==> config.mk <==
export PLATFORM = sky130hd
export DESIGN_NAME = timer1_pin_mux
export DESIGN_NICKNAME = d
export VERILOG_FILES = /design/src/pinsel_pkg.sv /design/src/capture_route.sv /design/src/timer1_pin_mux.sv
export SDC_FILE = /design/constraint.sdc
export NUM_CORES = 1
export LEC_CHECK = 0
export ABC_CLOCK_PERIOD_IN_PS = 2200
export BUFFER_PORTS_ARGS = -buffer_cell sky130_fd_sc_hd__buf_4
export CELL_PAD_IN_SITES_DETAIL_PLACEMENT = 1
export CELL_PAD_IN_SITES_GLOBAL_PLACEMENT = 2
export CORE_MARGIN = 4
export CORE_UTILIZATION = 29
export CTS_BUF_LIST = sky130_fd_sc_hd__clkbuf_4 sky130_fd_sc_hd__clkbuf_8
export CTS_CLUSTER_DIAMETER = 30
export CTS_CLUSTER_SIZE = 8
export DETAILED_ROUTE_END_ITERATION = 8
export GPL_TIMING_DRIVEN = 0
export PLACE_DENSITY_LB_ADDON = 0.1
export SKIP_LAST_GASP = 1
export SLEW_MARGIN = 0
export SYNTH_ARGS = -nofsm -noshare
export SYNTH_HDL_FRONTEND = slang
export SYNTH_SLANG_ARGS = --single-unit
==> constraint.sdc <==
create_clock -name clk_i -period 2.2 [get_ports clk_i]
set_input_delay 0.22 -clock clk_i [delete_from_list [all_inputs] [get_ports clk_i]]
set_output_delay 0.22 -clock clk_i [all_outputs]
set_load 0.005 [all_outputs]
==> src/pinsel_pkg.sv <==
package pinsel_pkg;

	// ------------------------------------------------------------
	// Register map
	// ------------------------------------------------------------
	localparam int          ADDR_W              = 4;
	localparam logic [3:0]  TIMER1_PFS_OFFSET   = 4'h0;
	localparam logic [31:0] TIMER1_PFS_RESET    = 32'h0000_0000;
	// Reserved bits 15:13 read as zero and ignore writes
	localparam logic [31:0] TIMER1_PFS_WMASK    = 32'hFFFF_1FFF;

	// ------------------------------------------------------------
	// Field positions (low bit of each field) and field widths
	// ------------------------------------------------------------
	localparam int CAPTURE3_SRC_LSB  = 29;
	localparam int CAPTURE2_SRC_LSB  = 26;
	localparam int CAPTURE1_SRC_LSB  = 23;
	localparam int CAPTURE0_SRC_LSB  = 20;
	localparam int FREERUN_SRC_LSB   = 18;
	localparam int DEADTIME_SRC_LSB  = 16;
	localparam int DEADTIME_SW_BIT   = 12;
	localparam int WAVE_OUT_LSB      = 0;
	localparam int CAPTURE_FIELD_W   = 3;
	localparam int TWO_BIT_FIELD_W   = 2;

	// ------------------------------------------------------------
	// Codes
	// ------------------------------------------------------------
	localparam logic [2:0] CAP_PIN0      = 3'h0;
	localparam logic [2:0] CAP_PIN0_ALT  = 3'h1;
	localparam logic [2:0] CAP_PIN1      = 3'h2;
	localparam logic [2:0] CAP_SYNC_LO   = 3'h4;
	localparam logic [2:0] CAP_SYNC_HI   = 3'h5;
	localparam logic [1:0] SEL2_PIN0     = 2'h0;
	localparam logic [1:0] SEL2_PIN0_ALT = 2'h1;
	localparam logic [1:0] SEL2_PIN1     = 2'h2;
	localparam logic [1:0] WAVE_OFF      = 2'h0;
	localparam logic [1:0] WAVE_PIN0     = 2'h1;
	localparam logic [1:0] WAVE_PIN1     = 2'h2;

	// Level fed to a capture or clock input under a prohibited code
	localparam logic       INACTIVE_LEVEL = 1'b0;

endpackage : pinsel_pkg

==> src/capture_route.sv <==
`timescale 1ns/1ps
// ------------------------------------------------------------
// One capture input selector
// ------------------------------------------------------------
module capture_route
	import pinsel_pkg::*;
(
	input  wire logic [2:0] source_field_i,
	input  wire logic       pin_alt0_i,
	input  wire logic       pin_alt1_i,
	input  wire logic       sync_lo_i,
	input  wire logic       sync_hi_i,
	output logic            capture_o
);

	always_comb
	begin
		case (source_field_i)
			CAP_PIN0, CAP_PIN0_ALT: capture_o = pin_alt0_i;
			CAP_PIN1:    capture_o = pin_alt1_i;
			CAP_SYNC_LO: capture_o = sync_lo_i;
			CAP_SYNC_HI: capture_o = sync_hi_i;
			// Prohibited codes park the channel at a quiet level
			default:     capture_o = INACTIVE_LEVEL;
		endcase
	end

endmodule : capture_route

==> src/timer1_pin_mux.sv <==
// The Wishbone register port and the address map are this design's own decisions.
`timescale 1ns/1ps
module timer1_pin_mux
	import pinsel_pkg::*;
#(
	parameter int CHANNELS = 4,
	parameter int WAVE_OUTS = 6
)
(
	input  wire logic                   clk_i,
	input  wire logic                   rst_i,
	// Wishbone classic slave
	input  wire logic                   cyc_i,
	input  wire logic                   stb_i,
	input  wire logic                   we_i,
	input  wire logic [ADDR_W-1:0]      adr_i,
	input  wire logic [3:0]             sel_i,
	input  wire logic [31:0]            dat_i,
	output logic      [31:0]            dat_o,
	output logic                        ack_o,
	output logic                        err_o,
	// Capture routing
	input  wire logic [CHANNELS-1:0]    capture_pin0_i,
	input  wire logic [CHANNELS-1:0]    capture_pin1_i,
	input  wire logic [2*CHANNELS-1:0]  lin_sync_detect_i,
	output logic      [CHANNELS-1:0]    capture_ch_o,
	// Free-run clock and deadtime input routing
	input  wire logic                   freerun_pin0_i,
	input  wire logic                   freerun_pin1_i,
	output logic                        freerun_clock_o,
	input  wire logic                   deadtime_pin0_i,
	input  wire logic                   deadtime_pin1_i,
	output logic                        deadtime_input_o,
	// Waveform outputs
	input  wire logic                   deadtime_interrupt_flag_i,
	input  wire logic [WAVE_OUTS-1:0]   wave_i,
	output logic      [WAVE_OUTS-1:0]   wave_pin0_o,
	output logic      [WAVE_OUTS-1:0]   wave_pin1_o,
	output logic      [WAVE_OUTS-1:0]   wave_pin0_en_o,
	output logic      [WAVE_OUTS-1:0]   wave_pin1_en_o,
	output logic                        wave_gpio_takeover_o
);

	// ------------------------------------------------------------
	// Elaboration checks
	// ------------------------------------------------------------
	// The register layout has room for exactly these counts
	if (CHANNELS != 4 || WAVE_OUTS != 6)
	begin : g_bad_param
		$error("timer1_pin_mux: layout fixes 4 channels, 6 outputs");
	end

	// ------------------------------------------------------------
	// State
	// ------------------------------------------------------------
	typedef struct packed {
		logic [31:0] pin_function;
		logic        ack;
		logic        err;
		logic [31:0] rdata;
	} state_t;

	state_t state;
	state_t next_state;

	function automatic logic [1:0] two_bit_field(input logic [31:0] r,
		input int lsb);
		two_bit_field = r[lsb +: TWO_BIT_FIELD_W];
	endfunction : two_bit_field

	function automatic logic route_two(input logic [1:0] code,
		input logic p0, input logic p1);
		case (code)
			SEL2_PIN0, SEL2_PIN0_ALT: route_two = p0;
			SEL2_PIN1: route_two = p1;
			default:   route_two = INACTIVE_LEVEL;
		endcase
	endfunction : route_two

	// ------------------------------------------------------------
	// Bus slave
	// ------------------------------------------------------------
	logic        req;
	logic        hit;
	logic [31:0] lane_mask;
	logic [31:0] written;

	always_comb
	begin
		req       = cyc_i && stb_i && !state.ack && !state.err;
		hit       = adr_i == TIMER1_PFS_OFFSET;
		lane_mask = {{8{sel_i[3]}}, {8{sel_i[2]}},
			{8{sel_i[1]}}, {8{sel_i[0]}}} & TIMER1_PFS_WMASK;
		written   = (state.pin_function & ~lane_mask) | (dat_i & lane_mask);
		next_state       = state;
		next_state.ack   = 1'b0;
		next_state.err   = 1'b0;
		next_state.rdata = 32'h0000_0000;
		if (req)
		begin
			next_state.ack = hit;
			next_state.err = !hit;
			if (hit && we_i)
				next_state.pin_function = written;
			if (hit && !we_i)
				next_state.rdata = state.pin_function;
		end
	end

	always_ff @(posedge clk_i)
	begin
		if (rst_i)
		begin
			state.pin_function <= TIMER1_PFS_RESET;
			state.ack          <= 1'b0;
			state.err          <= 1'b0;
			state.rdata        <= 32'h0000_0000;
		end
		else
			state <= next_state;
	end

	assign ack_o = state.ack;
	assign err_o = state.err;
	assign dat_o = state.rdata;

	// ------------------------------------------------------------
	// Capture routing
	// ------------------------------------------------------------
	// Channel n takes serial sync n (code 100) or n+CHANNELS (101)
	localparam int CAP_LSB [4] = '{CAPTURE0_SRC_LSB, CAPTURE1_SRC_LSB,
		CAPTURE2_SRC_LSB, CAPTURE3_SRC_LSB};

	for (genvar n = 0; n < CHANNELS; n++)
	begin : g_capture
		capture_route u_route (
			.source_field_i (state.pin_function[CAP_LSB[n] +:
				CAPTURE_FIELD_W]),
			.pin_alt0_i     (capture_pin0_i[n]),
			.pin_alt1_i     (capture_pin1_i[n]),
			.sync_lo_i      (lin_sync_detect_i[n]),
			.sync_hi_i      (lin_sync_detect_i[n +
				CHANNELS]),
			.capture_o      (capture_ch_o[n])
		);
	end

	// ------------------------------------------------------------
	// Free-run clock, deadtime input
	// ------------------------------------------------------------
	assign freerun_clock_o = route_two(
		two_bit_field(state.pin_function, FREERUN_SRC_LSB),
		freerun_pin0_i, freerun_pin1_i);
	assign deadtime_input_o = route_two(
		two_bit_field(state.pin_function, DEADTIME_SRC_LSB),
		deadtime_pin0_i, deadtime_pin1_i);

	// ------------------------------------------------------------
	// Waveform outputs
	// ------------------------------------------------------------
	// The port block performs the GPIO handover; this only asks
	assign wave_gpio_takeover_o = state.pin_function[DEADTIME_SW_BIT]
		&& deadtime_interrupt_flag_i;

	for (genvar w = 0; w < WAVE_OUTS; w++)
	begin : g_wave
		logic [1:0] code;
		assign code = two_bit_field(state.pin_function,
			WAVE_OUT_LSB + TWO_BIT_FIELD_W * w);
		// Code 11 enables neither pin, same as disabled
		assign wave_pin0_en_o[w] = code == WAVE_PIN0;
		assign wave_pin1_en_o[w] = code == WAVE_PIN1;
		assign wave_pin0_o[w] = wave_pin0_en_o[w] && wave_i[w];
		assign wave_pin1_o[w] = wave_pin1_en_o[w] && wave_i[w];
	end

endmodule : timer1_pin_mux

# After elaboration in Yosys (flattened, before gate mapping)
# Index checks and enable logic that the tools add are counted.
# W data, S select, Z words.
[op_classes]
eq_ne = 32
n_bitwise = 6
reduce_logical = 38
n_mux = 6
[op_table]
columns = ["cell", "n"]
rows = [
  ["$and A32 B32 Y32", 2],
  ["$not A32 Y32", 1],
  ["$or A32 B32 Y32", 1],
  ["$eq A3 B3 Y1 const B", 8],
  ["$logic_and A1 B1 Y1", 18],
  ["$eq A2 B1 Y1 const B", 8],
  ["$eq A2 B2 Y1 const B", 8],
  ["$pmux W1 S4", 4],
  ["$reduce_or A2 Y1", 7],
  ["$eq A3 B1 Y1 const B", 4],
  ["$eq A3 B2 Y1 const B", 4],
  ["$logic_not A3 Y1", 4],
  ["$logic_not A1 Y1", 4],
  ["$logic_not A2 Y1", 2],
  ["$logic_not A4 Y1", 1],
  ["$pmux W1 S2", 2],
  ["$reduce_or A3 Y1", 1],
  ["$not A1 Y1", 2],
  ["$reduce_and A2 Y1", 1],
]
[totals]
output_inout_bits = 65
input_bits = 72
wordCells = 86
ff_bits = 66

# Longest topological paths before layout
[depth]
depth_word = 5
ltp_mapped = 6
mapped_depth_nobuf = 3

# Cells and area by module
# Synthesis repeated with hierarchy kept, for this count alone.
[hier_totals]
hier_cells = 286
hier_area_um2 = 2805.2
[by_module_without_submodules]
columns = ["mod", "instances", "area_per_inst_um2", "cells_each"]
rows = [
  ["timer1_pin_mux", 1, 2650.0, 266],
  ["capture_route", 4, 38.8, 5],
]

# Worst setup path before layout
# Ideal clock, no wire load.
[synth_timing]
kind = "register to register"
from = "register state, in the netlist ack_o"
to = "register state, in the netlist dat_o[21]"
stages_incl_launch_ff = 7
n_path_buf = 3
setup_slack_ps = 826
t_arrival_ps = 1316
setup_ps = 57
required_ps = 2143
path_cell_list = "dfxtp_1 nor4bb_1 buf_2 and4bb_1 buf_6 buf_8 and2_2"
[synth_between]
elab_chain_len = 5
[synth_lines]
columns = ["item", "line", "rtl"]
rows = [
  ["from (decl)", "timer1_pin_mux.sv:63", "state_t state;"],
  ["from (signal assigned)", "timer1_pin_mux.sv:120", "state <= next_state;"],
  ["$logic_not A1 Y1", "timer1_pin_mux.sv:90", "req = cyc_i && stb_i && !state.ack && !state.err;"],
  ["$logic_and A1 B1 Y1 (2 in series)", "timer1_pin_mux.sv:90", ""],
  ["$not A1 Y1 (no source line)", "--", ""],
  ["$reduce_or A3 Y1 (no source line)", "--", ""],
]
# No other way between the ends.
# A chain may end at the register's enable or synchronous reset.

# Final worst setup path
# Same ends and word-level chain as after synthesis.

==> results.toml <==
[run_status]
status = "completed"

[synth]
yosys.area.top_type = "dfxtp_1"
synth_area_um2 = 2840
ys_seq_area_share_pct = 42.3
ys_ff_latch = 60
async_reset_ff_share_pct = 0
yosys-top-cells-count = "dfxtp_1, nand2b_1, buf_4"
synth_edf_count = 0
synth_flop_cell = "dfxtp_1"
synth.most_common_cell = "dfxtp_1"
synth_cell_types = 26
synth.avg_cell_area_um2 = 10.0
yosys_warnings = 0
syn-instance-count = 284
synth_area_leaders = "dfxtp_1, nand2b_1, mux2i_1"
yosys.area.top_type_share_pct = 42.3

[floorplan]
start_util_pct = 30.3
die_x_um = 107
coreArea_um2 = 9370
ios = 137
die_area_um2 = 11400
rows = 35
die_h_um = 107

[placed_design]
place_ws_ps = 501
place_area_um2 = 3980
dpl.hpwl_um = 5760
numPlacedInstances = 544
portBuffers = 129
gp_congestion = 0.729

[setup_path]
reg2reg_to = "dat_o[21]"
crit_type = "flop to flop"
rr_startpoint = "ack_o"
worst_setup_path_start_kind = "flop"
crit_path_end_kind = "flop"
cp_max_fo = 10
ff2ff_setup_slack_ps = 520
required_ps = 2480
cp.arrival_ps = 1960
rr_worst_depth = 6

[power_and_ir_drop]
leakagePower_nw = 2.19
fin_total_pwr_mw = 2.18
powerDensity_nw_per_um2 = 524
combPwrFrac_pct = 8.7
pwr-share-seq_pct = 50.1
peakVddDrop_uv = 222
power_frac_clock_pct = 41.2
p_sw_share_pct = 21.7
power.switching_uw = 472
intPower_mw = 1.70

[sta]
timing.fmax_mhz = 594
min_period_ps = 1680
rsz0062_at_grt = "false"
fin_skew_ps = 8.07
holdWs_ps = 146
hold_violations = 0
fin_ws_ps = 517
tns_ps = 0
slew_viol_final = 0
setup_violations = 0
period_share_pct = 76.5

[cts]
cts_setup_buffers = 0
cts.sinks = 60
cts-root-buf = "clkbuf_8"
clk_pin_slew_ps = 70
cts-htree-levels = 3
clock_path_buffers = 2
clk_latency_ps = 330
cts_buffers = 9
cts_tree = "yes"
ctsHoldBuffers = 0
ctsResizeCount = 0

[global_routing]
grt_first_pass_wirelength_um = 11600
grt_max_degree = 11
antenna_found_initial = 0
grt_pass1_vias = 2412
grt_usage_pct = 13.0
overflow = 0

[finish]
fin_cells = 559
n_antenna_cell = 0
stdcell_area_um2 = 4150
final_core_util_pct = 44.3
drive_gt1_share_pct = 48.1
layout.nets = 498
syn_to_final_growth_pct = 46.3

[route]
wl_per_cell_um = 12.9
wl_um = 7220
drc = 0
vias = 2292
drtIter0Drc = 23
ant_nets = 0
dr.pass1.iters = 4
post_drt_via_cell_ratio = 4.10

[worst_hold_path]
hold_depth = 3
hold_start = "dat_i[22]"
hp-class = "input pin to flop"

[flow_run]
drv_cap = 0
==> cells by family (layout without fill, tap and decap cells) <==
family          after synthesis  in the layout  synth area share [%]
buf+inv                      49            193                  12.0
other cells                   1              3                 0.132
mux                          33             33                  11.6
compound gates               10             10                  2.47
flops                        60             60                  42.3
simple gates                131            131                  31.5
==> metal layers <==
layer,part of all wire (%),up-vias,global-route usage (%)
met5,0,-,0
met4,1.8,0,6.03
met3,7.7,10,4.46
met2,49,77,21.6
met1,42,1046,14.9
li1,-,1159,-
==> worst max-delay path: stages (launching register included) <==
cell	delay, ps
dfxtp_1	320
nor4bb_1	350
buf_2	260
and4bb_1	260
buf_6	160
buf_8	130
and2_2	140
==> area by class of cell <==
class | count | area, µm²
fill | 1136 | 5220
multi-input combinational | 177 | 1310
sequential | 60 | 1200
timing repair buffer | 129 | 968
buffer | 47 | 333
clock buffer | 13 | 166
tap | 129 | 161
clock inverter | 2 | 10.0
inverter | 2 | 7.51
==> power by group through the flow <==
stage,sequential (mW),combinational [mW],clock (mW)
global route,1.09,0.210,0.983
CTS,1.09,0.194,0.937
global placement,1.11,0.190,0
finish,1.09,0.190,0.895
floorplan,1.11,0.0724,0
detailed placement,1.11,0.193,0
==> how the worst max path moves through the flow <==
stage	startpoint	slack, ps	to
after floorplan	ack_o	830	dat_o[21]
final	ack_o	520	dat_o[21]
after global placement	ack_o	510	dat_o[25]
after CTS	ack_o	490	dat_o[21]
after detailed placement	ack_o	500	dat_o[21]
after global routing	ack_o	400	dat_o[25]
==> layout by cell type, fill, tap and decap left out, types with 3 or more instances in the layout <==
cell / count
a211oi_1: 4
a21o_1: 4
and2_1: 25
and2_2: 17
buf_4: 165
clkbuf_1: 6
clkbuf_8: 11
conb_1: 3
dfxtp_1: 60
mux2i_1: 33
nand2b_1: 58
nand4_2: 4
nor2_1: 4
nor2b_1: 12
nor3b_1: 5
(Power assumes the default switching activity.)
